File: src/include/lin_mode_pkg.sv
// Package: constants and types for the dual LIN transceiver mode control
package lin_mode_pkg;

    // Transceiver mode codes, off is the reset value
    typedef enum logic [1:0] {
        LIN_OFF      = 2'h0,
        LIN_WAKECAP  = 2'h1,
        LIN_RXONLY   = 2'h2,
        LIN_NORMAL   = 2'h3
    } lin_mode_t;

    // Chip operating modes seen by this block
    typedef enum logic [2:0] {
        CHIP_NORMAL   = 3'h0,
        CHIP_STOP     = 3'h1,
        CHIP_SLEEP    = 3'h2,
        CHIP_RESTART  = 3'h3,
        CHIP_FAILSAFE = 3'h4,
        CHIP_INIT     = 3'h5
    } chip_mode_t;

    localparam lin_mode_t MODE_RESET = LIN_OFF;

    localparam int CLK_PERIOD_NS = 100;

    // Enabling time, longest figure
    localparam int EN_TIME_NS   = 10000;
    localparam int EN_CYCLES    = EN_TIME_NS / CLK_PERIOD_NS;

    // Transmit dominant time-out, least figure
    localparam int TXTO_TIME_US = 20000;
    localparam int TXTO_CYCLES  = (TXTO_TIME_US * 1000 + CLK_PERIOD_NS - 1) / CLK_PERIOD_NS;

    // Wake filter: least dominant time on the bus
    localparam int WAKE_TIME_NS = 30000;
    localparam int WAKE_CYCLES  = (WAKE_TIME_NS + CLK_PERIOD_NS - 1) / CLK_PERIOD_NS;

    localparam int CNT_W = 18;

endpackage

File: src/include/lin_cfg_if.sv
// Interface: configuration write strobe carried from the top to each channel
interface lin_cfg_if;
    import lin_mode_pkg::*;
    logic       cfgWrite;
    lin_mode_t  cfgMode;
    chip_mode_t chipMode;
    modport top (output cfgWrite, output cfgMode, output chipMode);
    modport chan (input cfgWrite, input cfgMode, input chipMode);
endinterface

File: src/hdl/lin_channel.sv
// One LIN transceiver channel: mode field, enable gate, driver, receiver, wake, time-out
module lin_channel
    import lin_mode_pkg::*;
#(
    parameter int TXTO_LIMIT = TXTO_CYCLES
) (
    input  wire logic  mclk,
    input  wire logic  reset,
    lin_cfg_if.chan    cfg,
    input  wire logic  linTransmitInput,
    input  wire logic  busIn,
    output logic       busDriveEn,
    output logic       linReceiveOutput,
    output lin_mode_t  modeField,
    output logic       failFlag,
    input  wire logic  failClear,
    output logic       wakeEvent
);

    // ==========================================================
    // Mode field
    wire chipNormal   = (cfg.chipMode == CHIP_NORMAL);
    wire chipStopOrNm = chipNormal || (cfg.chipMode == CHIP_STOP);
    wire reqNormal    = cfg.cfgMode == LIN_NORMAL;
    wire reqRxOnly    = cfg.cfgMode == LIN_RXONLY;
    // Normal entered only from chip normal; rx-only from normal or stop
    wire reqOk        = reqNormal ? chipNormal :
                        reqRxOnly ? chipStopOrNm : 1'b1;
    wire acceptWr     = cfg.cfgWrite && reqOk;
    // Leaving normal/rx-only when chip no longer allows it: fall back to off
    wire dropActive   = ((modeField == LIN_NORMAL) || (modeField == LIN_RXONLY))
                        && !chipStopOrNm;
    lin_mode_t next_modeField;
    assign next_modeField = acceptWr ? cfg.cfgMode :
                            dropActive ? LIN_OFF : modeField;

    always_ff @(posedge mclk or posedge reset) begin
        if (reset) begin
            modeField <= MODE_RESET;
        end else begin
            modeField <= next_modeField;
        end
    end

    // ==========================================================
    // Enabling delay and pending-dominant gate
    logic [CNT_W-1:0] enCount;
    logic             armed;
    wire isNormal   = modeField == LIN_NORMAL;
    wire enDone     = isNormal && (enCount == CNT_W'(EN_CYCLES));
    logic waitHigh;

    always_ff @(posedge mclk or posedge reset) begin
        if (reset) begin
            enCount  <= '0;
            armed    <= 1'b0;
            waitHigh <= 1'b1;
        end else if (!isNormal || (acceptWr && cfg.cfgMode == LIN_NORMAL && !isNormal)) begin
            enCount  <= '0;
            armed    <= 1'b0;
            waitHigh <= 1'b1;
        end else if (!armed) begin
            enCount <= enCount + CNT_W'(1);
            if (enDone) begin
                armed    <= 1'b1;
                // Input already high as the delay ends: its next low is a new bit
                waitHigh <= !linTransmitInput;
            end
        end else if (linTransmitInput) begin
            waitHigh <= 1'b0;
        end
    end

    // ==========================================================
    // Transmit time-out
    logic [CNT_W-1:0] domCount;
    wire txDom      = armed && !waitHigh && !linTransmitInput;
    wire timedOut   = domCount >= CNT_W'(TXTO_LIMIT);

    always_ff @(posedge mclk or posedge reset) begin
        if (reset) begin
            domCount <= '0;
        end else if (!txDom) begin
            domCount <= '0;
        end else if (!timedOut) begin
            domCount <= domCount + CNT_W'(1);
        end
    end

    always_ff @(posedge mclk or posedge reset) begin
        if (reset) begin
            failFlag <= 1'b0;
        end else if (txDom && timedOut) begin
            failFlag <= 1'b1;
        end else if (failClear) begin
            failFlag <= 1'b0;
        end
    end

    // Driver follows transmit input, off in rx-only and during time-out
    assign busDriveEn = isNormal && txDom && !timedOut;

    // ==========================================================
    // Wake detection
    logic [CNT_W-1:0] wkCount;
    logic             woken;
    logic             busPrev;
    wire isWake     = modeField == LIN_WAKECAP;
    wire wkLong     = wkCount >= CNT_W'(WAKE_CYCLES);
    wire wkHit      = isWake && !woken && busIn && !busPrev && wkLong;
    // Rearm only by leaving wake mode; no automatic rearm on chip mode change
    wire rearm      = !isWake;

    always_ff @(posedge mclk or posedge reset) begin
        if (reset) begin
            wkCount <= '0;
            busPrev <= 1'b1;
            woken   <= 1'b0;
        end else begin
            busPrev <= busIn;
            wkCount <= (isWake && !busIn) ? (wkLong ? wkCount : wkCount + CNT_W'(1)) : '0;
            if (rearm) begin
                woken <= 1'b0;
            end else if (wkHit) begin
                woken <= 1'b1;
            end
        end
    end
    assign wakeEvent = wkHit;

    // ==========================================================
    // Receive output
    always_ff @(posedge mclk or posedge reset) begin
        if (reset) begin
            linReceiveOutput <= 1'b1;
        end else if (isWake) begin
            linReceiveOutput <= !woken && !wkHit;
        end else if (isNormal || modeField == LIN_RXONLY) begin
            linReceiveOutput <= busIn;
        end else begin
            linReceiveOutput <= 1'b1;
        end
    end

    // ==========================================================
    // Checks
    property p_off_no_drive;
        @(posedge mclk) disable iff (reset) !isNormal |-> !busDriveEn;
    endproperty
    a_off_no_drive: assert property (p_off_no_drive) else $error("driver on outside normal");

    property p_off_no_wake;
        @(posedge mclk) disable iff (reset) (modeField == LIN_OFF) |-> !wakeEvent;
    endproperty
    a_off_no_wake: assert property (p_off_no_wake) else $error("wake in off mode");

    property p_wake_holds;
        @(posedge mclk) disable iff (reset)
            wakeEvent ##1 (isWake && !cfg.cfgWrite)
            |-> ##1 (!linReceiveOutput && modeField == LIN_WAKECAP);
    endproperty
    a_wake_holds: assert property (p_wake_holds) else $error("rx not held low after wake");

    property p_normal_gate;
        @(posedge mclk) disable iff (reset)
            (cfg.cfgWrite && reqNormal && !chipNormal && modeField != LIN_NORMAL)
            |=> modeField != LIN_NORMAL;
    endproperty
    a_normal_gate: assert property (p_normal_gate) else $error("normal entered outside chip normal");

    property p_no_early_drive;
        @(posedge mclk) disable iff (reset) $rose(isNormal) |-> !busDriveEn [*8];
    endproperty
    a_no_early_drive: assert property (p_no_early_drive) else $error("drive during enabling");

    property p_pending_low;
        @(posedge mclk) disable iff (reset)
            $rose(armed) && !$past(linTransmitInput) |-> !busDriveEn;
    endproperty
    a_pending_low: assert property (p_pending_low) else $error("pending low forwarded");

    property p_follow;
        @(posedge mclk) disable iff (reset)
            (isNormal && armed && !waitHigh && !timedOut) |-> busDriveEn == !linTransmitInput;
    endproperty
    a_follow: assert property (p_follow) else $error("driver not following input");

    property p_rx_follow;
        @(posedge mclk) disable iff (reset)
            (modeField == LIN_RXONLY) ##1 (modeField == LIN_RXONLY) |-> linReceiveOutput == $past(busIn);
    endproperty
    a_rx_follow: assert property (p_rx_follow) else $error("receive output wrong");

    property p_timeout;
        @(posedge mclk) disable iff (reset) (txDom && timedOut) |-> !busDriveEn ##1 failFlag;
    endproperty
    a_timeout: assert property (p_timeout) else $error("time-out not handled");

    c_enable: cover property (@(posedge mclk) disable iff (reset) $rose(armed));
    c_wake:   cover property (@(posedge mclk) disable iff (reset) wakeEvent);
    c_drive:  cover property (@(posedge mclk) disable iff (reset) busDriveEn);

endmodule

File: src/hdl/lin_transceiver_mode_control.sv
// Top: two LIN transceiver channels sharing the configuration write port
// What this block does
// - Both transceivers start off after power-up
// - Off mode selectable in every chip mode
// - Off mode ignores bus wake patterns
// - Normal mode entered by config write
// - Normal mode kept in chip normal/stop
// - Enabling delay before first frame, input high
// - Pending low at delay end not forwarded
// - Each transceiver has its own mode field
// - Driver follows transmit input in normal
// - Receive output shows bus state in normal and receive-only
// - Receive-only: driver off, receive forwarded
// - After wake, mode reads wake, rx low
// - Transmit time-out disables driver, sets flag
// - Valid wake holds receive low until mode change
module lin_transceiver_mode_control
    import lin_mode_pkg::*;
#(
    parameter int TXTO_LIMIT = TXTO_CYCLES
) (
    input  wire logic        mclk,
    input  wire logic        reset,
    input  wire logic [2:0]  chipMode,
    input  wire logic        cfgWrite,
    input  wire logic [1:0]  cfgFirstMode,
    input  wire logic [1:0]  cfgSecondMode,
    input  wire logic [1:0]  failClear,
    input  wire logic [1:0]  linTransmitInput,
    input  wire logic [1:0]  busIn,
    output logic      [1:0]  busOut,
    output logic      [1:0]  busOe,
    output logic      [1:0]  linReceiveOutput,
    output logic      [1:0]  firstTransceiverModeField,
    output logic      [1:0]  secondTransceiverModeField,
    output logic             firstTransceiverFailureFlag,
    output logic             secondTransceiverFailureFlag,
    output logic      [1:0]  wakeEvent
);

    // ==========================================================
    // Per-channel configuration carriers
    lin_cfg_if cfgA ();
    lin_cfg_if cfgB ();
    assign cfgA.cfgWrite = cfgWrite;
    assign cfgA.cfgMode  = lin_mode_t'(cfgFirstMode);
    assign cfgA.chipMode = chip_mode_t'(chipMode);
    assign cfgB.cfgWrite = cfgWrite;
    assign cfgB.cfgMode  = lin_mode_t'(cfgSecondMode);
    assign cfgB.chipMode = chip_mode_t'(chipMode);

    lin_mode_t modeA;
    lin_mode_t modeB;
    logic [1:0] fail;

    // Open-drain: only ever pulls low
    assign busOut = 2'h0;

    lin_channel #(.TXTO_LIMIT(TXTO_LIMIT)) chanA (
        .mclk             (mclk),
        .reset            (reset),
        .cfg              (cfgA),
        .linTransmitInput (linTransmitInput[0]),
        .busIn            (busIn[0]),
        .busDriveEn       (busOe[0]),
        .linReceiveOutput (linReceiveOutput[0]),
        .modeField        (modeA),
        .failFlag         (fail[0]),
        .failClear        (failClear[0]),
        .wakeEvent        (wakeEvent[0])
    );

    lin_channel #(.TXTO_LIMIT(TXTO_LIMIT)) chanB (
        .mclk             (mclk),
        .reset            (reset),
        .cfg              (cfgB),
        .linTransmitInput (linTransmitInput[1]),
        .busIn            (busIn[1]),
        .busDriveEn       (busOe[1]),
        .linReceiveOutput (linReceiveOutput[1]),
        .modeField        (modeB),
        .failFlag         (fail[1]),
        .failClear        (failClear[1]),
        .wakeEvent        (wakeEvent[1])
    );

    assign firstTransceiverModeField    = modeA;
    assign secondTransceiverModeField   = modeB;
    assign firstTransceiverFailureFlag  = fail[0];
    assign secondTransceiverFailureFlag = fail[1];

endmodule

File: config.mk
export PLATFORM = sky130hd
export DESIGN_NAME = lin_transceiver_mode_control
export DESIGN_NICKNAME = d
export VERILOG_FILES = /design/src/include/lin_mode_pkg.sv /design/src/include/lin_cfg_if.sv /design/src/hdl/lin_channel.sv /design/src/hdl/lin_transceiver_mode_control.sv
export SDC_FILE = /design/constraint.sdc
export NUM_CORES = 1
export LEC_CHECK = 0
export BUFFER_PORTS_ARGS = -buffer_cell sky130_fd_sc_hd__buf_4
export CAP_MARGIN = 20
export CORE_ASPECT_RATIO = 0.9
export CORE_MARGIN = 4
export CORE_UTILIZATION = 45
export CTS_BUF_LIST = sky130_fd_sc_hd__clkbuf_8 sky130_fd_sc_hd__clkbuf_16
export CTS_CLUSTER_SIZE = 12
export DETAILED_ROUTE_END_ITERATION = 16
export SYNTH_ARGS = -nofsm -noshare
export SYNTH_HDL_FRONTEND = slang
export SYNTH_SLANG_ARGS = --single-unit
File: constraint.sdc
create_clock -name mclk -period 4.1 [get_ports mclk]
set_clock_uncertainty 0.15 [all_clocks]
set_input_delay 0.205 -clock mclk [delete_from_list [all_inputs] [get_ports mclk]]
set_output_delay 0.205 -clock mclk [all_outputs]
set_load 0.05 [all_outputs]
==> run_results.csv <==
group,metric,value,unit
critical_path,r2r_start,"chanB.domCount[6]$_DFFE_PP0N_",
yosys,syn_inst,640,
yosys,synth-main-ff-cell,"dfrtp_1",
drt,first_iter_violations,270,
cells_and_area,fillerInstances,1159,
timing,finalCritPeriodShare,63.6,%
timing,timing.final.crit_period,2.61,ns
drt,num_vias,4600,
power,combPwrFrac,4.2,%
grt,grt_first_pass_wirelength,21000,um
power,p_sw_share,21.1,%
yosys,yosysTopAreaCell,"dfrtp_1",
critical_path,critPathCapture,"busOe[0]",
yosys,yosysTopAreaCellShare,47.9,%
clock_tree,cts_inserted_buffers,17,
drt,wl,11600,um
floorplanning,pin_count,30,
yosys,synth_cell_types,55,
yosys,netlist_top_cells_count,"dfrtp_1 (118), nor2_1 (79), nand2_1 (46)",
timing,hold_slack,0.318,ns
yosys,netlist_area,6170,um2
critical_path,crit_start,"chanA.armed$_DFF_PP0_",
place,routabilityCongestion,0.864,
floorplanning,coreArea,13400,um2
critical_path,reg2reg_slack,1.92,ns
grt,antenna_found_initial,0,
power,clkPwrFrac,53.8,%
floorplanning,dieArea,15600,um2
timing,tns,0,ns
power,internal-power,2.34,mW
clock_tree,numClockSinks,124,
yosys,ys_seq_area_share,50.4,%
yosys,ys_ff_latch,124,
critical_path,endpoint_kind,"output pin",
floorplanning,chipHeight,119,um
drt,viasPerCell,5.36,
timing,setup_viol,0,
drt,drt-pass1-iter-count,4,
yosys,synth-async-reset-ratio,100,%
clock_tree,htreeDepth,4,
yosys,yosysWarnings,0,
clock_tree,path_clk_slew,0.05,ns
timing,tightest_slew,0.837,ns
timing,max_freq,383,MHz
yosys,yosysMostFrequentCell,"dfrtp_1",
timing,rsz0062_at_grt,"no",
critical_path,r2r_end,"chanB.domCount[7]$_DFFE_PP0N_",
place,place_ws,1.89,ns
grt,grt_start_max_net_pins,63,
floorplanning,rows,40,
cells_and_area,drive_above_1_share,11.2,%
worst_hold_path,hold_depth,2,
cells_and_area,area_delta_synth_final,17.7,%
yosys,postSynthAreaPerCell,9.63,um2
critical_path,cp_data_required_time,3.74,ns
place,dp_hpwl,7620,um
clock_tree,root_buffer,"clkbuf_16",
place,portBuffers,27,
critical_path,start_kind,"flip-flop",
run,maxCapViolCount,0,
critical_path,path_max_fanout,21,
floorplanning,die-width,131,um
clock_tree,cts_tree,"built",
cells_and_area,nets,705,
power,seqPwrFrac,42.0,%
cells_and_area,diodes,0,
floorplanning,start_util,46.1,%
yosys,yosys-top-cells-area,"dfrtp_1 (48%), xnor2_1 (6.3%), nor2_1 (4.8%)",
grt,grt_pass1_vias,4537,
critical_path,cp_data_arrival_time,2.25,ns
grt,grt-ovfl-total,0,
drt,route.detailed.drc,0,
clock_tree,cts_resized,0,
power,p_per_area,409,nW/um2
clock_tree,clkLatencyLatePin,0.41,ns
timing,slew_headroom,43.8,%
yosys,synth_edf_count,0,
grt,grt_usage,16.1,%
worst_hold_path,hold_class,"in2reg",
power,p_leak,3.03,nW
timing,timing.final.ws_setup,1.49,ns
drt,routedWlPerCell,13.5,um
clock_tree,clockBufferDepth,2,
critical_path,r2r_cells,6,
timing,drv_slew,0,
critical_path,path_class,"reg2out",
timing,hold_viol_final,0,
drt,detail-route-antenna-nets,0,
outcome,run_status,"complete, no violations",
power,peakVddDrop,302,uV
power,p_switching,627,uW
## worst max-delay path, cell delays in order (launching register included)
cell	delay, ns
dfrtp_1	0.51
nand3_1	0.62
a211oi_1	0.46
buf_4	0.26
## area by class of cell
type | instances | area (um2) | area share (%)
clock inverters | 12 | 170 | 2.34
repair buffers | 46 | 385 | 5.31
multi-input cells | 457 | 2800 | 38.5
inverters | 31 | 119 | 1.64
well taps | 168 | 210 | 2.90
flip-flops and latches | 124 | 3110 | 42.9
clock buffers | 20 | 467 | 6.43
## worst min path at each step
stage,startpoint,to,slack (ns)
2_1_floorplan,busIn[0],chanA.busPrev$_DFF_PP1_,0.06
3_3_place_gp,busIn[0],chanA.busPrev$_DFF_PP1_,0.18
3_5_place_dp,busIn[0],chanA.busPrev$_DFF_PP1_,0.19
4_1_cts,busIn[0],chanA.busPrev$_DFF_PP1_,0.29
5_1_grt,busIn[0],chanA.busPrev$_DFF_PP1_,0.31
6_report,busIn[0],chanA.busPrev$_DFF_PP1_,0.32
## state kept, by name (all words and copies together), names as in the netlist
| register | cells |
|---|---|
| chanA.waitHigh | 1 |
| chanA.enCount | 18 |
| chanB.linReceiveOutput | 1 |
| chanB.armed | 1 |
| chanB.enCount | 18 |
| chanB.domCount | 18 |
| chanA.armed | 1 |
| chanA.modeField | 2 |
| chanA.busPrev | 1 |
| chanA.domCount | 18 |
| chanB.waitHigh | 1 |
| chanB.busPrev | 1 |
| chanA.failFlag | 1 |
| chanB.failFlag | 1 |
| chanB.modeField | 2 |
| chanA.wkCount | 18 |
| chanA.woken | 1 |
| chanB.wkCount | 18 |
| chanA.linReceiveOutput | 1 |
| chanB.woken | 1 |
## cell families (layout without fill, tap and decap cells)
kind of cell | after synthesis | after routing | synth area share (%)
AO/OA/AOI/OAI | 94 | 94 | 9.72
AND/OR/NAND/NOR | 285 | 285 | 23.9
buffers and inverters | 60 | 109 | 4.28
adder cells (fa/ha/maj) | 12 | 12 | 2.44
multiplexers | 4 | 4 | 0.649
flip-flops | 124 | 124 | 50.4
XOR/XNOR | 60 | 60 | 8.52
other | 1 | 2 | 0.0608
## layout by cell type, fill, tap and decap left out, drive strengths merged, types with 15 or more instances in the layout
cell	n
and2	15
xnor2	44
a21oi	30
dlygate4sd3	16
nand3	30
and3	19
clkbuf	20
o21ai	21
buf	30
xor2	16
nor3	22
nand2	46
nor2	79
inv	34
dfrtp	118
## through the flow
stage / std cells / power [mW] / util, % / area (um2)
after floorplan: 641 / 1.34 / - / 6170
after global placement: 810 / 1.38 / 48.3 / 6460
after detailed placement: 810 / 1.38 / 48.3 / 6460
after CTS: 858 / 3.01 / 54.3 / 7260
after global routing: 858 / 3.07 / 54.3 / 7260
final: 858 / 2.97 / 54.3 / 7260
## power groups by stage
stage	logic, mW	clock network, mW	registers [mW]
finish	0.125	1.59	1.25
global route	0.143	1.68	1.25
detailed placement	0.115	0	1.27
global placement	0.112	0	1.27
CTS	0.129	1.63	1.25
floorplan	0.0656	0	1.28
## metal layers
metal / GRT usage (%) / wire length [um]
met1: 21.0 / 5600
met2: 25.8 / 5480
met3: 4.31 / 340
met4: 6.30 / 186
met5: 0 / 0
## what timing repair did
action	CTS	global route
endpoints found under the hold margin	72	0
setup buffers	0	0
endpoints found under the setup margin	0	0
hold buffers	16	0
Note: power is estimated with default switching activity, not from simulation.
